===== src/core/ppm_map.svh =====
// Function
// - Control A bit 5 set moves the second logic-table output to its alternative pin.
// - Control A bit 4 set moves the first logic-table output to its alternative pin.
// - Control A bit 2 set drives the third event output onto its pin, else it stays off.
// - Control A bit 1 set drives the second event output onto its pin, else it stays off.
// - Control A bit 0 set drives the first event output onto its pin, else it stays off.
// - Control B bit 2 set moves every SPI signal to the alternative pin set.
// - Control B bit 0 set moves every async serial signal to the alternative pin set.
// - Control C bit 3 moves timer A wave 3 to its alternative pin only in split mode.
// - Control C bit 2 moves timer A wave 2 (low byte channel 2 in split) to its alt pin.
// - Control C bit 1 moves timer A wave 1 (low byte channel 1 in split) to its alt pin.
// - Control C bit 0 moves timer A wave 0 (low byte channel 0 in split) to its alt pin.
// - Control D bit 0 moves the timer B output to its alternative pin.
`ifndef PPM_MAP_SVH
`define PPM_MAP_SVH

////////////////////////////////////////////////////////////////////////////////
// Register indices, byte address is four times the index
`define PPM_IDX_CTRL_A 3'h0
`define PPM_IDX_CTRL_B 3'h1
`define PPM_IDX_CTRL_C 3'h2
`define PPM_IDX_CTRL_D 3'h3
`define PPM_IDX_STATUS 3'h4

////////////////////////////////////////////////////////////////////////////////
// Field positions
`define PPM_SECOND_LOGIC_TABLE_ALT_PIN 5
`define PPM_FIRST_LOGIC_TABLE_ALT_PIN  4
`define PPM_EVENT_PIN_OUT_TWO_ENABLE   2
`define PPM_EVENT_PIN_OUT_ONE_ENABLE   1
`define PPM_EVENT_PIN_OUT_ZERO_ENABLE  0
`define PPM_SERIAL_PERIPHERAL_ALT_PINS 2
`define PPM_ASYNC_SERIAL_ALT_PINS      0
`define PPM_TIMER_A_WAVE3_ALT_PIN      3
`define PPM_TIMER_B_OUTPUT_ALT_PIN     0
`define PPM_STAT_SPLIT_MODE            0
`define PPM_STAT_WAVE3_ALT_ACTIVE      1

////////////////////////////////////////////////////////////////////////////////
// Writable bit masks and reset values
`define PPM_MASK_CTRL_A 8'h37
`define PPM_MASK_CTRL_B 8'h05
`define PPM_MASK_CTRL_C 8'h0F
`define PPM_MASK_CTRL_D 8'h01
`define PPM_RESET_CTRL  8'h00
`define PPM_RDATA_ZERO  32'h0000_0000

`endif


===== src/core/ppm_pkg.sv =====
`default_nettype none
package ppm_pkg;
  `include "ppm_map.svh"

  // One control byte
  typedef logic [7:0] ppm_ctrl_type;

  // One-hot register select from the address decoder
  typedef enum logic [5:0]
  {
    PPM_SEL_NONE   = 6'b00_0001,
    PPM_SEL_CTRL_A = 6'b00_0010,
    PPM_SEL_CTRL_B = 6'b00_0100,
    PPM_SEL_CTRL_C = 6'b00_1000,
    PPM_SEL_CTRL_D = 6'b01_0000,
    PPM_SEL_STATUS = 6'b10_0000
  } ppm_sel_type;
endpackage
`default_nettype wire


===== src/core/ppm_route_cell.sv =====
`default_nettype none
// Steers one peripheral signal group to its default or alternative pins
module ppm_route_cell
  import ppm_pkg::*;
#(
  parameter int W = 1
)
(
  input  wire logic         sys_clk_i,
  input  wire logic         nrst_i,
  input  wire logic         alt_sel_i,
  input  wire logic [W-1:0] periph_out_i,
  input  wire logic [W-1:0] periph_oe_i,
  input  wire logic [W-1:0] dflt_pin_in_i,
  input  wire logic [W-1:0] alt_pin_in_i,
  output logic      [W-1:0] dflt_pin_out_o,
  output logic      [W-1:0] dflt_pin_oe_o,
  output logic      [W-1:0] alt_pin_out_o,
  output logic      [W-1:0] alt_pin_oe_o,
  output logic      [W-1:0] periph_in_o
);

  ////////////////////////////////////////////////////////////////////////////////
  // Outgoing path: the unselected pin set is released, never driven low
  always_ff @(posedge sys_clk_i or negedge nrst_i)
  begin
    if (!nrst_i)
    begin
      dflt_pin_out_o <= '0;
      dflt_pin_oe_o  <= '0;
      alt_pin_out_o  <= '0;
      alt_pin_oe_o   <= '0;
    end
    else
    begin
      dflt_pin_out_o <= alt_sel_i ? '0 : periph_out_i;
      dflt_pin_oe_o  <= alt_sel_i ? '0 : periph_oe_i;
      alt_pin_out_o  <= alt_sel_i ? periph_out_i : '0;
      alt_pin_oe_o   <= alt_sel_i ? periph_oe_i : '0;
    end
  end

  ////////////////////////////////////////////////////////////////////////////////
  // Incoming path: only the selected pin set reaches the peripheral
  always_ff @(posedge sys_clk_i or negedge nrst_i)
  begin
    if (!nrst_i)
    begin
      periph_in_o <= '0;
    end
    else
    begin
      periph_in_o <= alt_sel_i ? alt_pin_in_i : dflt_pin_in_i;
    end
  end

endmodule
`default_nettype wire


===== src/core/ppm_pin_mux.sv =====
// The APB interface to the registers was left to the implementer.
`default_nettype none
`include "ppm_map.svh"
// Peripheral pin location multiplexer with APB register access
module ppm_pin_mux
  import ppm_pkg::*;
#(
  parameter int ADDR_W = 5,
  parameter int SPI_W  = 4,
  parameter int UART_W = 3
)
(
  input  wire logic              sys_clk_i,
  input  wire logic              nrst_i,
  // APB slave
  input  wire logic              psel_i,
  input  wire logic              penable_i,
  input  wire logic              pwrite_i,
  input  wire logic [ADDR_W-1:0] paddr_i,
  input  wire logic [31:0]       pwdata_i,
  input  wire logic [3:0]        pstrb_i,
  output logic      [31:0]       prdata_o,
  output logic                   pready_o,
  output logic                   pslverr_o,
  // Logic-table outputs
  input  wire logic [1:0]        lut_out_i,
  input  wire logic [1:0]        lut_oe_i,
  output logic      [1:0]        lut_dflt_pin_out_o,
  output logic      [1:0]        lut_dflt_pin_oe_o,
  output logic      [1:0]        lut_alt_pin_out_o,
  output logic      [1:0]        lut_alt_pin_oe_o,
  // Event outputs
  input  wire logic [2:0]        evt_i,
  output logic      [2:0]        evt_pin_out_o,
  output logic      [2:0]        evt_pin_oe_o,
  // SPI group
  input  wire logic [SPI_W-1:0]  spi_out_i,
  input  wire logic [SPI_W-1:0]  spi_oe_i,
  input  wire logic [SPI_W-1:0]  spi_dflt_pin_in_i,
  input  wire logic [SPI_W-1:0]  spi_alt_pin_in_i,
  output logic      [SPI_W-1:0]  spi_dflt_pin_out_o,
  output logic      [SPI_W-1:0]  spi_dflt_pin_oe_o,
  output logic      [SPI_W-1:0]  spi_alt_pin_out_o,
  output logic      [SPI_W-1:0]  spi_alt_pin_oe_o,
  output logic      [SPI_W-1:0]  spi_in_o,
  // Async serial group
  input  wire logic [UART_W-1:0] uart_out_i,
  input  wire logic [UART_W-1:0] uart_oe_i,
  input  wire logic [UART_W-1:0] uart_dflt_pin_in_i,
  input  wire logic [UART_W-1:0] uart_alt_pin_in_i,
  output logic      [UART_W-1:0] uart_dflt_pin_out_o,
  output logic      [UART_W-1:0] uart_dflt_pin_oe_o,
  output logic      [UART_W-1:0] uart_alt_pin_out_o,
  output logic      [UART_W-1:0] uart_alt_pin_oe_o,
  output logic      [UART_W-1:0] uart_in_o,
  // Timer A waveforms
  input  wire logic              split_mode_i,
  input  wire logic [3:0]        wave_out_i,
  input  wire logic [3:0]        wave_oe_i,
  output logic      [3:0]        wave_dflt_pin_out_o,
  output logic      [3:0]        wave_dflt_pin_oe_o,
  output logic      [3:0]        wave_alt_pin_out_o,
  output logic      [3:0]        wave_alt_pin_oe_o,
  // Timer B output
  input  wire logic              tmr_b_out_i,
  input  wire logic              tmr_b_oe_i,
  output logic                   tmr_b_dflt_pin_out_o,
  output logic                   tmr_b_dflt_pin_oe_o,
  output logic                   tmr_b_alt_pin_out_o,
  output logic                   tmr_b_alt_pin_oe_o
);

  ////////////////////////////////////////////////////////////////////////////////
  // Decode a byte address into a one-hot register select
  function automatic ppm_sel_type ppm_decode(input logic [ADDR_W-1:0] addr);
    logic [2:0] idx;
    idx = 3'(addr >> 2);
    if (addr[1:0] != 2'b00 || (addr >> 2) > ADDR_W'(`PPM_IDX_STATUS))
      return PPM_SEL_NONE;
    unique case (idx)
      `PPM_IDX_CTRL_A: return PPM_SEL_CTRL_A;
      `PPM_IDX_CTRL_B: return PPM_SEL_CTRL_B;
      `PPM_IDX_CTRL_C: return PPM_SEL_CTRL_C;
      `PPM_IDX_CTRL_D: return PPM_SEL_CTRL_D;
      `PPM_IDX_STATUS: return PPM_SEL_STATUS;
      default:         return PPM_SEL_NONE;
    endcase
  endfunction

  // Next value of a control byte: only implemented bits take the write
  function automatic ppm_ctrl_type ppm_masked(input ppm_ctrl_type mask,
                                              input logic [7:0]   wdata);
    return wdata & mask;
  endfunction

  ppm_ctrl_type ctrl_a;
  ppm_ctrl_type ctrl_b;
  ppm_ctrl_type ctrl_c;
  ppm_ctrl_type ctrl_d;
  ppm_sel_type  setup_sel;
  ppm_sel_type  access_sel;
  logic         setup_phase;
  logic         wr_commit;
  logic         wave3_alt_active;
  logic [3:0]   next_wave_sel;
  logic [7:0]   status_byte;
  logic [31:0]  next_rdata;

  assign setup_phase = psel_i && !penable_i;
  assign setup_sel   = ppm_decode(paddr_i);
  // A write lands at the edge where the master sees pready high
  assign wr_commit   = psel_i && penable_i && pready_o && pwrite_i && pstrb_i[0]
                       && !pslverr_o;

  ////////////////////////////////////////////////////////////////////////////////
  // APB answer: decoded in setup, so pready and read data come from flops
  always_comb
  begin
    next_rdata = `PPM_RDATA_ZERO;
    unique case (setup_sel)
      PPM_SEL_CTRL_A: next_rdata = {24'h00_0000, ctrl_a};
      PPM_SEL_CTRL_B: next_rdata = {24'h00_0000, ctrl_b};
      PPM_SEL_CTRL_C: next_rdata = {24'h00_0000, ctrl_c};
      PPM_SEL_CTRL_D: next_rdata = {24'h00_0000, ctrl_d};
      PPM_SEL_STATUS: next_rdata = {24'h00_0000, status_byte};
      PPM_SEL_NONE:   next_rdata = `PPM_RDATA_ZERO;
    endcase
  end

  // Access phase always lasts exactly one cycle
  always_ff @(posedge sys_clk_i or negedge nrst_i)
  begin
    if (!nrst_i)
    begin
      pready_o   <= 1'b0;
      pslverr_o  <= 1'b0;
      prdata_o   <= `PPM_RDATA_ZERO;
      access_sel <= PPM_SEL_NONE;
    end
    else
    begin
      pready_o   <= setup_phase;
      pslverr_o  <= setup_phase && (setup_sel == PPM_SEL_NONE);
      access_sel <= setup_phase ? setup_sel : PPM_SEL_NONE;
      if (setup_phase && !pwrite_i)
      begin
        prdata_o <= next_rdata;
      end
    end
  end

  ////////////////////////////////////////////////////////////////////////////////
  // Control registers; status is read-only so writes to it are dropped
  always_ff @(posedge sys_clk_i or negedge nrst_i)
  begin
    if (!nrst_i)
    begin
      ctrl_a <= `PPM_RESET_CTRL;
      ctrl_b <= `PPM_RESET_CTRL;
      ctrl_c <= `PPM_RESET_CTRL;
      ctrl_d <= `PPM_RESET_CTRL;
    end
    else if (wr_commit)
    begin
      unique case (access_sel)
        PPM_SEL_CTRL_A: ctrl_a <= ppm_masked(`PPM_MASK_CTRL_A, pwdata_i[7:0]);
        PPM_SEL_CTRL_B: ctrl_b <= ppm_masked(`PPM_MASK_CTRL_B, pwdata_i[7:0]);
        PPM_SEL_CTRL_C: ctrl_c <= ppm_masked(`PPM_MASK_CTRL_C, pwdata_i[7:0]);
        PPM_SEL_CTRL_D: ctrl_d <= ppm_masked(`PPM_MASK_CTRL_D, pwdata_i[7:0]);
        PPM_SEL_STATUS: ctrl_d <= ctrl_d;
        PPM_SEL_NONE:   ctrl_d <= ctrl_d;
      endcase
    end
  end

  ////////////////////////////////////////////////////////////////////////////////
  // Status shows the live timer mode and whether wave 3 really moved
  assign wave3_alt_active = ctrl_c[`PPM_TIMER_A_WAVE3_ALT_PIN] && split_mode_i;
  always_comb
  begin
    status_byte = 8'h00;
    status_byte[`PPM_STAT_SPLIT_MODE]       = split_mode_i;
    status_byte[`PPM_STAT_WAVE3_ALT_ACTIVE] = wave3_alt_active;
  end

  ////////////////////////////////////////////////////////////////////////////////
  // Event outputs: a disabled channel releases its pin and reads low
  always_ff @(posedge sys_clk_i or negedge nrst_i)
  begin
    if (!nrst_i)
    begin
      evt_pin_out_o <= 3'h0;
      evt_pin_oe_o  <= 3'h0;
    end
    else
    begin
      evt_pin_oe_o  <= ctrl_a[2:0];
      evt_pin_out_o <= evt_i & ctrl_a[2:0];
    end
  end

  ////////////////////////////////////////////////////////////////////////////////
  // Logic-table outputs, one cell each
  for (genvar g = 0; g < 2; g++)
  begin : g_lut
    ppm_route_cell #(.W(1)) u_lut
    (
      .sys_clk_i      (sys_clk_i),
      .nrst_i         (nrst_i),
      .alt_sel_i      (ctrl_a[`PPM_FIRST_LOGIC_TABLE_ALT_PIN + g]),
      .periph_out_i   (lut_out_i[g]),
      .periph_oe_i    (lut_oe_i[g]),
      .dflt_pin_in_i  (1'b0),
      .alt_pin_in_i   (1'b0),
      .dflt_pin_out_o (lut_dflt_pin_out_o[g]),
      .dflt_pin_oe_o  (lut_dflt_pin_oe_o[g]),
      .alt_pin_out_o  (lut_alt_pin_out_o[g]),
      .alt_pin_oe_o   (lut_alt_pin_oe_o[g]),
      .periph_in_o    ()
    );
  end

  ////////////////////////////////////////////////////////////////////////////////
  // Whole SPI group moves together so no signal is left on the old pins
  ppm_route_cell #(.W(SPI_W)) u_spi
  (
    .sys_clk_i      (sys_clk_i),
    .nrst_i         (nrst_i),
    .alt_sel_i      (ctrl_b[`PPM_SERIAL_PERIPHERAL_ALT_PINS]),
    .periph_out_i   (spi_out_i),
    .periph_oe_i    (spi_oe_i),
    .dflt_pin_in_i  (spi_dflt_pin_in_i),
    .alt_pin_in_i   (spi_alt_pin_in_i),
    .dflt_pin_out_o (spi_dflt_pin_out_o),
    .dflt_pin_oe_o  (spi_dflt_pin_oe_o),
    .alt_pin_out_o  (spi_alt_pin_out_o),
    .alt_pin_oe_o   (spi_alt_pin_oe_o),
    .periph_in_o    (spi_in_o)
  );

  // Async serial group
  ppm_route_cell #(.W(UART_W)) u_uart
  (
    .sys_clk_i      (sys_clk_i),
    .nrst_i         (nrst_i),
    .alt_sel_i      (ctrl_b[`PPM_ASYNC_SERIAL_ALT_PINS]),
    .periph_out_i   (uart_out_i),
    .periph_oe_i    (uart_oe_i),
    .dflt_pin_in_i  (uart_dflt_pin_in_i),
    .alt_pin_in_i   (uart_alt_pin_in_i),
    .dflt_pin_out_o (uart_dflt_pin_out_o),
    .dflt_pin_oe_o  (uart_dflt_pin_oe_o),
    .alt_pin_out_o  (uart_alt_pin_out_o),
    .alt_pin_oe_o   (uart_alt_pin_oe_o),
    .periph_in_o    (uart_in_o)
  );

  ////////////////////////////////////////////////////////////////////////////////
  // Timer A waves; in split mode 0..2 are the low-byte compare channels
  always_comb
  begin
    next_wave_sel    = ctrl_c[3:0];
    next_wave_sel[3] = wave3_alt_active;
  end

  for (genvar w = 0; w < 4; w++)
  begin : g_wave
    ppm_route_cell #(.W(1)) u_wave
    (
      .sys_clk_i      (sys_clk_i),
      .nrst_i         (nrst_i),
      .alt_sel_i      (next_wave_sel[w]),
      .periph_out_i   (wave_out_i[w]),
      .periph_oe_i    (wave_oe_i[w]),
      .dflt_pin_in_i  (1'b0),
      .alt_pin_in_i   (1'b0),
      .dflt_pin_out_o (wave_dflt_pin_out_o[w]),
      .dflt_pin_oe_o  (wave_dflt_pin_oe_o[w]),
      .alt_pin_out_o  (wave_alt_pin_out_o[w]),
      .alt_pin_oe_o   (wave_alt_pin_oe_o[w]),
      .periph_in_o    ()
    );
  end

  // Timer B output
  ppm_route_cell #(.W(1)) u_tmr_b
  (
    .sys_clk_i      (sys_clk_i),
    .nrst_i         (nrst_i),
    .alt_sel_i      (ctrl_d[`PPM_TIMER_B_OUTPUT_ALT_PIN]),
    .periph_out_i   (tmr_b_out_i),
    .periph_oe_i    (tmr_b_oe_i),
    .dflt_pin_in_i  (1'b0),
    .alt_pin_in_i   (1'b0),
    .dflt_pin_out_o (tmr_b_dflt_pin_out_o),
    .dflt_pin_oe_o  (tmr_b_dflt_pin_oe_o),
    .alt_pin_out_o  (tmr_b_alt_pin_out_o),
    .alt_pin_oe_o   (tmr_b_alt_pin_oe_o),
    .periph_in_o    ()
  );

  ////////////////////////////////////////////////////////////////////////////////
  // Checks: routing follows the control bits one cycle later
  a_second_logic_table_alt_pin_alt_route: assert property (
    @(posedge sys_clk_i) disable iff (!nrst_i)
    ctrl_a[`PPM_SECOND_LOGIC_TABLE_ALT_PIN]
    |=> lut_alt_pin_out_o[1] == $past(lut_out_i[1]) && !lut_dflt_pin_oe_o[1])
    else $error("second logic table not on its alternative pin");

  a_first_logic_table_alt_pin_dflt_route: assert property (
    @(posedge sys_clk_i) disable iff (!nrst_i)
    !ctrl_a[`PPM_FIRST_LOGIC_TABLE_ALT_PIN]
    |=> lut_dflt_pin_oe_o[0] == $past(lut_oe_i[0]) && !lut_alt_pin_oe_o[0])
    else $error("first logic table not on its default pin");

  a_evt2_gate: assert property (
    @(posedge sys_clk_i) disable iff (!nrst_i)
    evt_pin_oe_o[2] == $past(ctrl_a[`PPM_EVENT_PIN_OUT_TWO_ENABLE])
    && (evt_pin_out_o[2] == ($past(evt_i[2]) && evt_pin_oe_o[2])))
    else $error("event output two gating wrong");

  a_evt1_gate: assert property (
    @(posedge sys_clk_i) disable iff (!nrst_i)
    $rose(ctrl_a[`PPM_EVENT_PIN_OUT_ONE_ENABLE]) |=> evt_pin_oe_o[1])
    else $error("event output one not enabled after write");

  a_evt0_off: assert property (
    @(posedge sys_clk_i) disable iff (!nrst_i)
    !ctrl_a[`PPM_EVENT_PIN_OUT_ZERO_ENABLE] [*2] |-> !evt_pin_oe_o[0] && !evt_pin_out_o[0])
    else $error("event output zero driven while disabled");

  a_spi_group_move: assert property (
    @(posedge sys_clk_i) disable iff (!nrst_i)
    ctrl_b[`PPM_SERIAL_PERIPHERAL_ALT_PINS]
    |=> spi_dflt_pin_oe_o == '0 && spi_alt_pin_oe_o == $past(spi_oe_i)
        && spi_in_o == $past(spi_alt_pin_in_i))
    else $error("SPI group not fully on alternative pins");

  a_uart_group_move: assert property (
    @(posedge sys_clk_i) disable iff (!nrst_i)
    !ctrl_b[`PPM_ASYNC_SERIAL_ALT_PINS]
    |=> uart_alt_pin_oe_o == '0 && uart_in_o == $past(uart_dflt_pin_in_i))
    else $error("async serial group left default pins");

  a_wave3_normal_mode: assert property (
    @(posedge sys_clk_i) disable iff (!nrst_i)
    !split_mode_i |=> !wave_alt_pin_oe_o[3] && wave_dflt_pin_out_o[3] == $past(wave_out_i[3]))
    else $error("wave 3 moved while timer not in split mode");

  a_wave2_alt_route: assert property (
    @(posedge sys_clk_i) disable iff (!nrst_i)
    ctrl_c[2] |=> wave_alt_pin_out_o[2] == $past(wave_out_i[2]) && !wave_dflt_pin_oe_o[2])
    else $error("wave 2 not on its alternative pin");

  a_wave1_alt_route: assert property (
    @(posedge sys_clk_i) disable iff (!nrst_i)
    ctrl_c[1] |=> wave_alt_pin_oe_o[1] == $past(wave_oe_i[1]) && !wave_dflt_pin_oe_o[1])
    else $error("wave 1 not on its alternative pin");

  a_wave0_dflt_route: assert property (
    @(posedge sys_clk_i) disable iff (!nrst_i)
    !ctrl_c[0] |=> wave_dflt_pin_out_o[0] == $past(wave_out_i[0]) && !wave_alt_pin_oe_o[0])
    else $error("wave 0 not on its default pin");

  a_tmr_b_route: assert property (
    @(posedge sys_clk_i) disable iff (!nrst_i)
    ctrl_d[`PPM_TIMER_B_OUTPUT_ALT_PIN] |=> tmr_b_alt_pin_oe_o == $past(tmr_b_oe_i)
                                           && !tmr_b_dflt_pin_oe_o)
    else $error("timer B output not on its alternative pin");

  a_unused_bits_zero: assert property (
    @(posedge sys_clk_i) disable iff (!nrst_i)
    (ctrl_a & ~`PPM_MASK_CTRL_A) == 8'h00 && (ctrl_b & ~`PPM_MASK_CTRL_B) == 8'h00
    && (ctrl_c & ~`PPM_MASK_CTRL_C) == 8'h00 && (ctrl_d & ~`PPM_MASK_CTRL_D) == 8'h00)
    else $error("unimplemented control bit became set");

  a_apb_one_wait: assert property (
    @(posedge sys_clk_i) disable iff (!nrst_i)
    psel_i && !penable_i |=> pready_o)
    else $error("APB access phase not answered in one cycle");

endmodule
`default_nettype wire


===== config.mk =====
export PLATFORM = sky130hd
export DESIGN_NAME = ppm_pin_mux
export DESIGN_NICKNAME = d
export VERILOG_FILES = /design/src/core/ppm_pkg.sv /design/src/core/ppm_route_cell.sv /design/src/core/ppm_pin_mux.sv
export VERILOG_INCLUDE_DIRS = /design/src /design/src/core
export SDC_FILE = /design/constraint.sdc
export NUM_CORES = 1
export LEC_CHECK = 0
export BUFFER_PORTS_ARGS = -buffer_cell sky130_fd_sc_hd__buf_2
export CAP_MARGIN = 20
export CORE_AREA = 2 2 82 123
export DETAILED_ROUTE_END_ITERATION = 16
export DIE_AREA = 0 0 84 125
export PLACE_DENSITY = 0.76
export SLEW_MARGIN = 30
export SYNTH_ARGS = -nofsm -noshare
export SYNTH_HDL_FRONTEND = slang
export SYNTH_SLANG_ARGS = --single-unit

===== constraint.sdc =====
create_clock -name sys_clk_i -period 1.68 [get_ports sys_clk_i]
set_input_delay 0 -clock sys_clk_i [delete_from_list [all_inputs] [get_ports sys_clk_i]]
set_output_delay 0 -clock sys_clk_i [all_outputs]
set_load 0.02 [all_outputs]

## Word-level counts from Yosys, hierarchy flattened

Cells that the tools add are included.

| operators by class | value |
|---|---|
| equality and inequality tests | 14 |
| muxes and demuxes | 44 |
| $lt $le $gt $ge | 1 |
| bitwise operators | 1 |
| reductions and logical operators | 19 |

Operators by type and width:

| kind | count |
|---|---|
| $pmux W32 S6 | 1 |
| $pmux W6 S5 | 1 |
| $mux W1 | 29 |
| $mux W4 | 5 |
| $mux W6 | 3 |
| $mux W3 | 5 |
| $eq A6 B2 Y1 const B | 2 |
| $eq A6 B3 Y1 const B | 2 |
| $eq A6 B4 Y1 const B | 2 |
| $eq A6 B5 Y1 const B | 2 |
| $logic_and A1 B1 Y1 | 9 |
| $reduce_and A2 Y1 | 4 |
| $eq A3 B2 Y1 const B | 2 |
| $eq A6 B1 Y1 const B | 1 |
| $eq A6 B6 Y1 const B | 1 |
| $and A3 B3 Y3 | 1 |
| $eq A3 B1 Y1 const B | 1 |
| $eq A3 B3 Y1 const B | 1 |
| $gt A3 B3 Y1 const B | 1 |
| $logic_not A1 Y1 | 3 |
| $logic_not A3 Y1 | 1 |
| $reduce_bool A2 Y1 | 1 |
| $logic_or A1 B1 Y1 | 1 |

| storage, ports and cells | value |
|---|---|
| output and inout bits | 103 |
| bits in registers | 121 |
| input port bits | 92 |

## Logic depth before layout (Yosys ltp)

| logic depth | value |
|---|---|
| word-level depth | 6 |
| mapped depth | 4 |

## By module

Synthesis repeated with hierarchy kept, for this count alone.

| second synthesis, totals | value |
|---|---|
| cell total of the unflattened synthesis | 274 |
| area total of the unflattened synthesis | 3,938.8 µm² |

By module, submodules not included:

| module | seq. area each (µm²) | area each (µm²) | cells an instance | instances |
|---|---|---|---|---|
| ppm_pin_mux | 802.0 | 1,547.7 | 131 | 1 |
| ppm_route_cell at g_lut[0].u_lut ... | 125.1 | 172.7 | 10 | 7 |
| ppm_route_cell at u_spi | 500.5 | 681.9 | 42 | 1 |
| ppm_route_cell at u_uart | 375.4 | 500.5 | 31 | 1 |

## Worst setup path before layout

Ideal clock, no wire load.

| timing | value |
|---|---|
| kind | reg-to-reg |
| start | register pslverr_o |
| end | register ctrl_a[0] |
| arrival time | 1.679 ns |
| cell stages (with the launch flop) | 4 |
| path slack | -0.124 ns |
| path buffers | 0 |
| data required time | 1.555 ns |
| cells stage by stage | dfrtp_1 -> or4b_4 -> nor3_4 -> mux2_2 |

| on the way | value |
|---|---|
| cells in the longest elaborated chain, start to end | 3 |

RTL lines:

| what | line | source |
|---|---|---|
| from (decl) | ppm_pin_mux.sv:24 | `output logic pslverr_o,` |
| from (signal assigned) | ppm_pin_mux.sv:143 | `pslverr_o <= setup_phase && (setup_sel == PPM_SEL_NONE);` |
| $logic_not A1 Y1 | ppm_pin_mux.sv:113 | `&& !pslverr_o;` |
| $logic_and A1 B1 Y1 | ppm_pin_mux.sv:113 |  |
| $reduce_and A2 Y1 (no line) | -- |  |
| to (signal assigned) | ppm_pin_mux.sv:158 | `` ctrl_a <= `PPM_RESET_CTRL; `` |
| to (signal assigned) | ppm_pin_mux.sv:166 | `` PPM_SEL_CTRL_A: ctrl_a <= ppm_masked(`PPM_MASK_CTRL_A, pwdata_i[7:0]); `` |
| to (decl) | ppm_pin_mux.sv:96 | `ppm_ctrl_type ctrl_a;` |

No other way between the ends.
A chain may end at the register's enable or synchronous reset.

## Final worst setup path

| timing | value |
|---|---|
| start | register access_sel[4] |
| end | register ctrl_a[4] |

| on the way | value |
|---|---|
| cells in the longest elaborated chain, start to end | 2 |

RTL lines:

| what | line | source |
|---|---|---|
| from (decl) | ppm_pin_mux.sv:101 | `ppm_sel_type access_sel;` |
| from (signal assigned) | ppm_pin_mux.sv:144 | `access_sel <= setup_phase ? setup_sel : PPM_SEL_NONE;` |
| $eq A6 B2 Y1 | ppm_pin_mux.sv:165 | `unique case (access_sel)` |
| $reduce_and A2 Y1 (no line) | -- |  |

No other way between the ends.

==> results.cfg <==
[status]
status = finished, violations left
violations = negative hold slack, negative setup slack

[critical_path]
crit_path_cell_trace = or4b_4 -> nor3_4 -> buf_6 -> mux2_4
worst_setup_path_end_kind = flip-flop
start_kind = flip-flop
cp_slowest_stage_delay_ps = 560
critical_path_arrival_ps = 1960
crit_fanout = 4
worstPathRequired_ps = 1900
cp_slowest_cell = or4b_4
worstSetupPathType = reg -> reg

[yosys]
synth_area_per_cell_um2 = 13.2
synth_most_common_cell = dfrtp_1
yosys_warnings = 0
yosysTopAreaCellShare_pct = 62.8
yosysTopAreaCell = dfrtp_1
syn_inst = 283
synth-seq-area-share_pct = 63.5
syn-cell-area_mm2 = 0.00374
synthTopCellsByCount = dfrtp_1, buf_4, and2_1
synth-edff-count = 0
async_flop_share_pct = 100
synth.area.top_cells = dfrtp_1, buf_4, mux2_2
synth_ff_type = dfrtp_1
synth_seq_cells = 95
synth.distinct_cells = 38

[place]
placedInstanceArea_mm2 = 0.00435
pre_cts_ws_ps = -105
dpl.hpwl_mm = 5.64
io_buffers = 139
dp_cells = 511
place_congestion = 0.798

[die]
coreArea_mm2 = 0.00952
die_height_um = 125
dieArea_mm2 = 0.0105
die_w_um = 84
rows = 44
start_util_pct = 39.3
pin_count = 195

[power]
power_density_mw_per_mm2 = 926
p_total_mw = 4.89
leakage_nw = 2.79
ir_drop_mv = 0.642

[sta]
min_period_ps = 1750
worstMarginPinSlew_ps = 612
drv_slew = 0
grt_setup_unrepaired = true
fmax_mhz = 573
finalHoldViolCount = 3
fin_crit_sh_pct = 104
setup_viol = 12
worst_slack_ps = -66.5
slew_headroom_pct = 58.9
hold_slack_ps = -66.4
clock_skew_ps = 4.08

[global_routing]
grt_pass1_wl_mm = 13.3
grt_pass1_vias = 2885
gr-total-overflow = 0
grt_max_degree = 53
antenna_found_initial = 0
grt_use_total_pct = 16.2

[layout]
nFillCells = 799
area_growth_pct = 41.1
drive_gt1_share_pct = 41.5
fin_nets = 557
post_layout_nonfiller_instances = 585
insertedDiodeCount = 0
design_area_mm2 = 0.00528

[drt]
wl_per_cell_um = 14.1
drc = 0
first_iter_violations = 94
routed_wl_mm = 8.27
ant_nets = 0
via_per_inst = 4.55
via_count = 2664
firstDrtPassIters = 4

[clock_network]
cts_buffers = 9
clk_latency_ps = 330
root_buffer = clkbuf_16
cts_buffer_depth = 2
cts_tree = built
htreeDepth = 3
postCtsHoldBufs = 53
clkSinkCount = 95
path_clk_slew_ps = 60

[min_path]
holdCritPathClass = in -> reg

[flow_run]
cap_violations = 0
==> repair_timing <==
action,4_1_cts,5_1_grt
setup endpoints to repair,10,12
gates cloned,0,0
setup buffers,5,0
hold endpoints to repair,121,3
pin swaps,3,3
gates resized for setup,12,3
==> critical path: cells and delay by family, from the launching register on <==
kind,cells,cell delay (ps)
buffers and inverters,1,140
flip-flops,1,400
multiplexers,1,290
AND/OR/NAND/NOR,2,800
==> layout make-up <==
class	count	area, µm²	share of cell area, %
sequential	95	2380	45.0
timing repair buffer	202	1340	25.3
multi-input combinational	154	1100	20.9
clock buffer	12	256	4.86
tap	115	144	2.72
clock inverter	4	53.8	1.02
inverter	3	11.3	0.213
==> per-stage QoR <==
stage / utilization, % / setup TNS [ps]
6_report: 55.5 / -569
5_1_grt: 55.5 / -1030
4_1_cts: 55.3 / -731
3_5_place_dp: 45.7 / -785
3_3_place_gp: 45.7 / -410
2_1_floorplan: - / -225
==> state kept, by name (all words and copies together), names as in the netlist, 4 cells and up <==
register                      flops
access_sel                        6
ctrl_a                            5
ctrl_c                            4
g_wave.u_wave.alt_pin_oe_o        4
g_wave.u_wave.alt_pin_out_o       4
g_wave.u_wave.dflt_pin_oe_o       4
g_wave.u_wave.dflt_pin_out_o      4
prdata_o                          6
u_spi.alt_pin_oe_o                4
u_spi.alt_pin_out_o               4
u_spi.dflt_pin_oe_o               4
u_spi.dflt_pin_out_o              4
u_spi.periph_in_o                 4
==> placed cells by master (no fill, tap or decap), types with 3 or more instances in the layout <==
master / instances
buf_2: 138
dfrtp_1: 93
dlygate4sd3_1: 53
and2_1: 31
nor2b_1: 28
conb_1: 26
mux2_2: 10
mux2_4: 9
clkbuf_16: 9
buf_4: 5
buf_6: 5
nor2_1: 4
nand2_1: 4
or4b_4: 4
inv_1: 3
nor3_1: 3
and3_1: 3
nor3_4: 3
o21ai_0: 3
a32o_1: 3
==> metal layers <==
metal,vias to the layer above,part of all wire [%],GRT usage [%]
met5,-,0,0
met4,0,4.1,10.2
met3,24,5.5,3.83
met2,115,56,29.6
met1,1300,34,16.3
li1,1225,-,-
==> path summary, 6_finish.rpt <==
| kind | slack, ps | end | startpoint | cells after the start |
|---|---|---|---|---|
| worst max-delay path | -70 | ctrl_a[4] | access_sel[4] | 4 |
| worst min-delay path | -70 | ctrl_c[2] | pwdata_i[2] | 2 |
| max in group asynchronous | 800 | evt_pin_oe_o[1] | nrst_i | 3 |
| min in group asynchronous | 200 | g_lut[1].u_lut.dflt_pin_out_o | nrst_i | 2 |
| worst min register to register | 440 | evt_pin_oe_o[2] | ctrl_a[2] | 0 |
| worst max register to register | -70 | ctrl_a[4] | access_sel[4] | 4 |
==> logic make-up (layout without fill, tap and decap cells) <==
group           after synthesis  in the layout  share of synthesized area, %
other cells                   1             26                         0.100
flops                        95             95                          63.5
simple gates                 95             95                          16.8
compound gates               12             12                          2.44
buf+inv                      59            221                          10.9
mux                          21             21                          6.25
==> power breakdown <==
part / total [mW] / switching [mW] / leakage, nW / internal [mW]
combinational: 0.485 / 0.271 / 1.41 / 0.213
clock: 2.06 / 0.818 / 0.145 / 1.24
sequential: 2.35 / 0.0154 / 1.24 / 2.34
total: 4.89 / 1.10 / 2.79 / 3.79
Note: power is estimated with default switching activity, not from simulation.
